File: src/verilog/bsh_pkg.sv
// shared constants for the circular barrel shifter
`default_nettype none
package bsh_pkg;
  localparam int unsigned DATA_W      = 18;
  localparam int unsigned ACC_W       = 48;
  localparam int unsigned PROD_W      = 2 * DATA_W;
  localparam int unsigned CASC_SHIFT  = 17;
  localparam int unsigned SIGN_BIT    = DATA_W - 1;
  localparam int unsigned FIFO_DEPTH  = 16;
  localparam int unsigned OPSEL_W     = 8;
  localparam int unsigned OPSEL_SUB   = 7;
  localparam int unsigned OPSEL_ZCASC = 2;
  // x = product, z = zero
  localparam logic [6:0]  OPSEL_MUL   = 7'h01;
  // x = product, z = cascade input
  localparam logic [6:0]  OPSEL_MADD  = 7'h05;
  localparam logic [ACC_W-1:0]  ACC_ZERO  = 48'h0;
  localparam logic [DATA_W-1:0] DATA_ZERO = 18'h0;
endpackage : bsh_pkg
`default_nettype wire

File: src/verilog/bsh_stage_if.sv
// carrier between the pipeline and one multiply-add stage
`default_nettype none
interface bsh_stage_if;
  import bsh_pkg::*;
  logic                 en;
  logic [DATA_W-1:0]    a;
  logic [DATA_W-1:0]    b;
  logic [OPSEL_W-1:0]   operation_select;
  logic [ACC_W-1:0]     cascade_input;
  logic [ACC_W-1:0]     p;
  modport ctrl  (output en, a, b, operation_select, cascade_input, input p);
  modport stage (input en, a, b, operation_select, cascade_input, output p);
endinterface : bsh_stage_if
`default_nettype wire

File: src/verilog/bsh_stage.sv
// one multiply-add stage: registered product, subtract pipeline, result register
`default_nettype none
module bsh_stage
  import bsh_pkg::*;
(
  // clock and reset
  input  wire logic   i_core_clk,
  input  wire logic   i_rst,
  // operands and result
  bsh_stage_if.stage  s
);
  typedef struct packed {
    logic [ACC_W-1:0] m;
    logic             sub;
    logic             zcasc;
    logic [ACC_W-1:0] p;
  } bsh_stage_t;

  bsh_stage_t st_reg;
  bsh_stage_t st_next;
  logic signed [PROD_W-1:0] prod;

  ////////////////////////////////////////////////////////////////////////////
  assign prod = $signed(s.a) * $signed(s.b);

  always_comb begin
    st_next = st_reg;
    if (s.en) begin
      st_next.m     = {{(ACC_W - PROD_W){prod[PROD_W-1]}}, prod};
      // subtract control registered alongside the product
      st_next.sub   = s.operation_select[OPSEL_SUB];
      st_next.zcasc = s.operation_select[OPSEL_ZCASC];
      // a negative factor is undone by subtracting the product
      if (st_reg.sub) begin
        st_next.p = (st_reg.zcasc ? s.cascade_input : ACC_ZERO) - st_reg.m;
      end else begin
        st_next.p = (st_reg.zcasc ? s.cascade_input : ACC_ZERO) + st_reg.m;
      end
    end
  end

  always_ff @(posedge i_core_clk) begin
    if (i_rst) begin
      st_reg <= '0;
    end else begin
      st_reg <= st_next;
    end
  end

  assign s.p = st_reg.p;
endmodule : bsh_stage
`default_nettype wire

File: src/verilog/bsh_fifo.sv
// result buffer: flip-flop fifo with valid/ready on both sides
`default_nettype none
module bsh_fifo #(
  parameter int unsigned WIDTH = 18,
  parameter int unsigned DEPTH = 16
) (
  // clock and reset
  input  wire logic             i_core_clk,
  input  wire logic             i_rst,
  // fill side
  input  wire logic             i_in_valid,
  output logic                  o_in_ready,
  input  wire logic [WIDTH-1:0] i_in_data,
  // drain side
  output logic                  o_out_valid,
  input  wire logic             i_out_ready,
  output logic [WIDTH-1:0]      o_out_data
);
  localparam int unsigned PTR_W = (DEPTH > 1) ? $clog2(DEPTH) : 1;
  localparam int unsigned CNT_W = $clog2(DEPTH + 1);
  localparam logic [CNT_W-1:0] CNT_FULL = CNT_W'(DEPTH);
  localparam logic [PTR_W-1:0] PTR_LAST = PTR_W'(DEPTH - 1);

  typedef struct packed {
    logic [DEPTH-1:0][WIDTH-1:0] mem;
    logic [PTR_W-1:0]            wr;
    logic [PTR_W-1:0]            rd;
    logic [CNT_W-1:0]            cnt;
  } bsh_fifo_t;

  bsh_fifo_t st_reg;
  bsh_fifo_t st_next;
  logic      push;
  logic      pop;

  ////////////////////////////////////////////////////////////////////////////
  assign o_in_ready  = (st_reg.cnt != CNT_FULL);
  assign o_out_valid = (st_reg.cnt != '0);
  assign o_out_data  = st_reg.mem[st_reg.rd];
  assign push        = i_in_valid && o_in_ready;
  assign pop         = o_out_valid && i_out_ready;

  always_comb begin
    st_next = st_reg;
    if (push) begin
      st_next.mem[st_reg.wr] = i_in_data;
      st_next.wr = (st_reg.wr == PTR_LAST) ? '0 : st_reg.wr + 1'b1;
    end
    if (pop) begin
      st_next.rd = (st_reg.rd == PTR_LAST) ? '0 : st_reg.rd + 1'b1;
    end
    if (push && !pop) begin
      st_next.cnt = st_reg.cnt + 1'b1;
    end else if (pop && !push) begin
      st_next.cnt = st_reg.cnt - 1'b1;
    end
  end

  always_ff @(posedge i_core_clk) begin
    if (i_rst) begin
      st_reg <= '0;
    end else begin
      st_reg <= st_next;
    end
  end
endmodule : bsh_fifo
`default_nettype wire

File: src/verilog/bsh_top.sv
// dynamic 18-bit circular barrel shifter built from two multiply-add stages
//
// Behaviour
// - rotate 18-bit operand left by n
// - two cascaded stages, fixed shifts by wiring
// - stage one holds zeros, data[17:1], n zeros
// - cascade carries stage one shifted right 17
// - stage two adds top bits to shifted operand
// - new operand and result every cycle
// - n=17 negative factor undone by subtracting
// - operation select top bit means subtract
`default_nettype none
module bsh_top
  import bsh_pkg::*;
#(
  parameter int unsigned DEPTH = FIFO_DEPTH
) (
  // clock and reset
  input  wire logic              i_core_clk,
  input  wire logic              i_rst,
  // operand stream from upstream logic
  input  wire logic              i_valid,
  output logic                   o_ready,
  input  wire logic [DATA_W-1:0] i_data,
  input  wire logic [DATA_W-1:0] i_scale,
  // rotated result stream
  output logic                   o_valid,
  input  wire logic              i_ready,
  output logic [DATA_W-1:0]      o_result
);
  typedef struct packed {
    logic [DATA_W-1:0] data_q;
    logic [DATA_W-1:0] scale_q;
    logic              sign_delay_first;
    logic [DATA_W-1:0] data_q1;
    logic [DATA_W-1:0] scale_q1;
    logic              sign_delay_second;
    // one valid bit per pipeline edge: input, product, lower result, upper result
    logic [3:0]        vld;
  } bsh_pipe_t;

  bsh_pipe_t st_reg;
  bsh_pipe_t st_next;
  logic      adv;
  logic      res_vld;

  bsh_stage_if lower ();
  bsh_stage_if upper ();

  ////////////////////////////////////////////////////////////////////////////
  // whole pipeline moves together; it stalls only when the buffer is full
  assign o_ready = adv;

  always_comb begin
    st_next = st_reg;
    if (adv) begin
      st_next.data_q            = i_valid ? i_data : DATA_ZERO;
      // scale is two to n; n=17 shows up as the sign bit
      st_next.scale_q           = i_valid ? i_scale : DATA_ZERO;
      st_next.sign_delay_first  = i_valid && i_scale[SIGN_BIT];
      st_next.data_q1           = st_reg.data_q;
      st_next.scale_q1          = st_reg.scale_q;
      st_next.sign_delay_second = st_reg.sign_delay_first;
      st_next.vld               = {st_reg.vld[2:0], i_valid};
    end
  end

  always_ff @(posedge i_core_clk) begin
    if (i_rst) begin
      st_reg <= '0;
    end else begin
      st_reg <= st_next;
    end
  end

  ////////////////////////////////////////////////////////////////////////////
  // lower stage: positive 0,data[17:1] times 2^n into a zero accumulator
  assign lower.en               = adv;
  assign lower.a                = {1'b0, st_reg.data_q[DATA_W-1:1]};
  assign lower.b                = st_reg.scale_q;
  assign lower.operation_select = {st_reg.sign_delay_first, OPSEL_MUL};
  assign lower.cascade_input    = ACC_ZERO;

  bsh_stage u_lower (
    .i_core_clk (i_core_clk),
    .i_rst      (i_rst),
    .s          (lower)
  );

  // upper stage: the wire shift leaves only the n top operand bits
  assign upper.en               = adv;
  assign upper.a                = st_reg.data_q1;
  assign upper.b                = st_reg.scale_q1;
  assign upper.operation_select = {st_reg.sign_delay_second, OPSEL_MADD};
  assign upper.cascade_input    = lower.p >> CASC_SHIFT;

  bsh_stage u_upper (
    .i_core_clk (i_core_clk),
    .i_rst      (i_rst),
    .s          (upper)
  );

  ////////////////////////////////////////////////////////////////////////////
  // low 18 bits of the upper result are the rotated operand; bits above are junk
  // the upper result register settles one edge after the third valid bit; pushing
  // on vld[2] would store the previous operand's rotation
  assign res_vld = st_reg.vld[3];

  bsh_fifo #(
    .WIDTH (DATA_W),
    .DEPTH (DEPTH)
  ) u_fifo (
    .i_core_clk  (i_core_clk),
    .i_rst       (i_rst),
    .i_in_valid  (res_vld),
    .o_in_ready  (adv),
    .i_in_data   (upper.p[DATA_W-1:0]),
    .o_out_valid (o_valid),
    .i_out_ready (i_ready),
    .o_out_data  (o_result)
  );
endmodule : bsh_top
`default_nettype wire

File: config.mk
export PLATFORM = sky130hd
export DESIGN_NAME = bsh_top
export DESIGN_NICKNAME = d
export VERILOG_FILES = /design/src/verilog/bsh_pkg.sv /design/src/verilog/bsh_stage_if.sv /design/src/verilog/bsh_stage.sv /design/src/verilog/bsh_fifo.sv /design/src/verilog/bsh_top.sv
export SDC_FILE = /design/constraint.sdc
export NUM_CORES = 2
export LEC_CHECK = 0
export BUFFER_PORTS_ARGS = -buffer_cell sky130_fd_sc_hd__buf_2
export CORE_ASPECT_RATIO = 0.7
export CORE_UTILIZATION = 56
export CTS_CLUSTER_DIAMETER = 80
export DETAILED_ROUTE_END_ITERATION = 7
export GPL_TIMING_DRIVEN = 0
export PLACE_DENSITY = 0.81
export SLEW_MARGIN = 30
export SYNTH_ARGS = -nofsm -noshare
export SYNTH_HDL_FRONTEND = slang
export SYNTH_SLANG_ARGS = --single-unit
File: constraint.sdc
create_clock -name i_core_clk -period 8.42 [get_ports i_core_clk]
set_input_delay 1.684 -clock i_core_clk [delete_from_list [all_inputs] [get_ports i_core_clk]]
set_output_delay 1.684 -clock i_core_clk [all_outputs]
set_load 0.01 [all_outputs]
==> flow_metrics.env <==
export IMPL_hp_class="reg -> reg"
export IMPL_start_kind="flip-flop"
export IMPL_p_leak_nw=16.2
export IMPL_tns_ns=0
export IMPL_cellPowerDensity_mw_per_mm2=190
export IMPL_seq_area_frac_synth=0.264
export IMPL_power_internal_mw=4.52
export IMPL_wl_per_cell_um=20.0
export IMPL_path_max_fanout=10
export IMPL_p_switching_mw=2.80
export IMPL_path_common_cell="fa_1"
export IMPL_drive_gt1_frac=0.0604
export IMPL_cts_tree="yes"
export IMPL_final_cell_area_sq_mm=0.0385
export IMPL_dr_total_vias=30710
export IMPL_required_ns=8.91
export IMPL_num_rows=76
export IMPL_n_fill_cell=5184
export IMPL_viasPerCell=5.91
export IMPL_grt_pass1_vias=30196
export IMPL_grt_max_degree=16
export IMPL_crit_slowest_cell="clkbuf_1"
export IMPL_ios=60
export IMPL_holdBufCountCts=0
export IMPL_syn_area_per_cell_sq_um=8.40
export IMPL_clkTransAtPathRegs_ns=0.06
export IMPL_post_route_min_period_ns=7.45
export IMPL_cts_setup_buffers=0
export IMPL_hold_viol=0
export IMPL_firstDrtPassIters=6
export IMPL_syn2layout_area_growth_pct=8.40
export IMPL_largest_reg_flops=301
export IMPL_ys_ff_latch=468
export IMPL_synth_edf_count=0
export IMPL_gp_congestion=0.990
export IMPL_post_dp_hpwl_mm=80.3
export IMPL_nets=4944
export IMPL_cts_sinks=468
export IMPL_die_h_um=213
export IMPL_crit_path_end_kind="flip-flop"
export IMPL_synthFlopType="dfxtp_1"
export IMPL_floorplan_initialDensity=0.572
export IMPL_grt_use_total=0.332
export IMPL_finalCritPeriodShare=0.884
export IMPL_run_status="finished clean"
export IMPL_cts_path_max_buffers=3
export IMPL_drt_iter0_drc=3471
export IMPL_synth_nets=4836
export IMPL_die_area_sq_mm=0.0644
export IMPL_setup_viol=0
export IMPL_share_clk_of_total_power=0.306
export IMPL_ys_warn_count=0
export IMPL_htreeDepth=2
export IMPL_p_comb_frac=0.356
export IMPL_ir_worst_vdd_v=0.000155
export IMPL_maxSlewViolCount=0
export IMPL_core_area_sq_mm=0.0621
export IMPL_yosys_area_top_type="dfxtp_1"
export IMPL_clk_latency_ns=0.61
export IMPL_critPathBufInv=8
export IMPL_switching_share=0.383
export IMPL_drv_cap=0
export IMPL_rsz0062_at_grt="false"
export IMPL_ctsResizeCount=0
export IMPL_grt_antenna_before_repair=2
export IMPL_clock_fmax_mhz=134
export IMPL_skew_ns=0.0272
export IMPL_die_w_um=303
export IMPL_port_buffers=57
export IMPL_routed_wl_mm=104
export IMPL_ant_nets=0
export IMPL_power_frac_seq=0.338
export IMPL_stdcell_count=5193
export IMPL_synth_top_cells_by_area="dfxtp_1 26%, fa_1 20%, nand2_1 11%, ha_1 7.8%, a21oi_1 6.8%"
export IMPL_crit_type="reg -> reg"
export IMPL_grt_pass1_wl_mm=167
export IMPL_drc=0
export IMPL_numCtsBuffers=49
export IMPL_yosysTopAreaCellShare=0.264
export IMPL_dpl_cell_area_sq_mm=0.0368
export IMPL_crit_family="adder cells"
export IMPL_crit_arrival_ns=7.93
export IMPL_synth_cells=4226
export IMPL_dp_cells=5102
export IMPL_root_buffer="clkbuf_16"
export IMPL_cp_slowest_stage_delay_ns=0.74
export IMPL_syn_cell_area_sq_mm=0.0355
export IMPL_synth_cell_types=64
export IMPL_gr_total_overflow=0
export IMPL_async_reset_ff_frac=0
export IMPL_max_slew_margin=0.307
export IMPL_tightest_slew_ns=1.03
export IMPL_holdWs_ns=0.452
synthesized netlist by cell type (5+ instances only):
master	count
nor4_1	7
nor2_1	99
xnor2_1	89
dfxtp_1	468
a21o_1	16
xor2_1	33
nand3_1	70
nand2b_1	24
o21ai_0	33
and2_1	225
a211oi_1	33
or4_1	6
fa_1	350
nand2_1	1085
nand4_1	5
ha_1	220
a31oi_1	8
buf_2	10
inv_1	453
nor2b_1	7
a21oi_1	482
or3_1	13
buf_1	49
o21a_1	10
clkbuf_1	241
mux4_2	90
o31ai_1	5
nor3b_1	7
nor3_1	25
and3_1	8
o21bai_1	6
cell usage in the layout, fill, tap and decap left out, types with 24 or more instances in the layout:
master	n
clkbuf_1	244
dfxtp_1	468
buf_1	44
a211oi_1	33
nand3_1	70
and2_1	225
nand2_1	1085
xnor2_1	89
nor2_1	99
xor2_1	33
o21ai_0	33
clkbuf_16	49
ha_1	220
a21oi_1	482
buf_2	68
inv_1	453
nand2b_1	24
mux4_2	90
fa_1	350
routing by layer:
layer | global-route usage | share of wire | vias up
li1 | - | - | 13646
met1 | 0.495 | 0.43 | 15008
met2 | 0.471 | 0.41 | 1836
met3 | 0.0882 | 0.13 | 216
met4 | 0.0918 | 0.026 | 4
met5 | 0.00922 | 0.00090 | -
power groups by stage:
stage	combinational, mW	clock, mW	sequential, mW
after global placement	2.46	0	2.51
after global routing	2.82	2.33	2.49
after CTS	2.52	2.24	2.47
final	2.61	2.24	2.47
after floorplan	1.79	0	2.48
after detailed placement	2.50	0	2.52
kinds of logic after synthesis:
logic type      count (synthesis)  synth area share
simple gates                 1593             0.196
buf+inv                       754            0.0801
compound gates                626            0.0974
fa+ha+maj                     570             0.275
flops                         468             0.264
xor+xnor                      122            0.0301
mux                            93            0.0579
layout make-up:
class / instances / area, sq um / share of cell area
Multi-Input combinational cell: 3004 / 23300 / 0.605
Clock buffer: 61 / 1340 / 0.0349
Timing Repair Buffer: 57 / 285 / 0.00741
Buffer: 300 / 1150 / 0.0298
Sequential cell: 468 / 9370 / 0.243
Antenna cell: 3 / 7.51 / 0.000195
Inverter: 454 / 1700 / 0.0443
Tap cell: 819 / 1020 / 0.0266
Clock inverter: 27 / 303 / 0.00787
worst register-to-register path: cells and delay by family, from the launching register on:
kind                     cells  cell delay (ns)
AO/OA/AOI/OAI                8             1.74
XOR/XNOR                     1             0.17
adder cells (fa/ha/maj)      7             3.25
buffers and inverters        8             1.72
flip-flops                   1             0.30
AND/OR/NAND/NOR              1             0.15
per-stage QoR:
stage	worst slack (ns)	power, mW	util
2_1_floorplan	2.22	4.27	-
3_3_place_gp	1.25	4.97	0.593
3_5_place_dp	1.12	5.02	0.593
4_1_cts	1.06	7.23	0.619
5_1_grt	0.723	7.63	0.620
6_report	0.974	7.32	0.620
worst paths after layout:
check	start	end	slack [ns]	cells after the start
min reg2reg	u_lower.st_reg[57]	u_lower.st_reg[57]	0.45	2
min	u_lower.st_reg[57]	u_lower.st_reg[57]	0.45	2
max	lower.b[11]	u_lower.st_reg[82]	0.97	25
max reg2reg	lower.b[11]	u_lower.st_reg[82]	0.97	25
No activity file was read; power rests on OpenSTA's default activity.
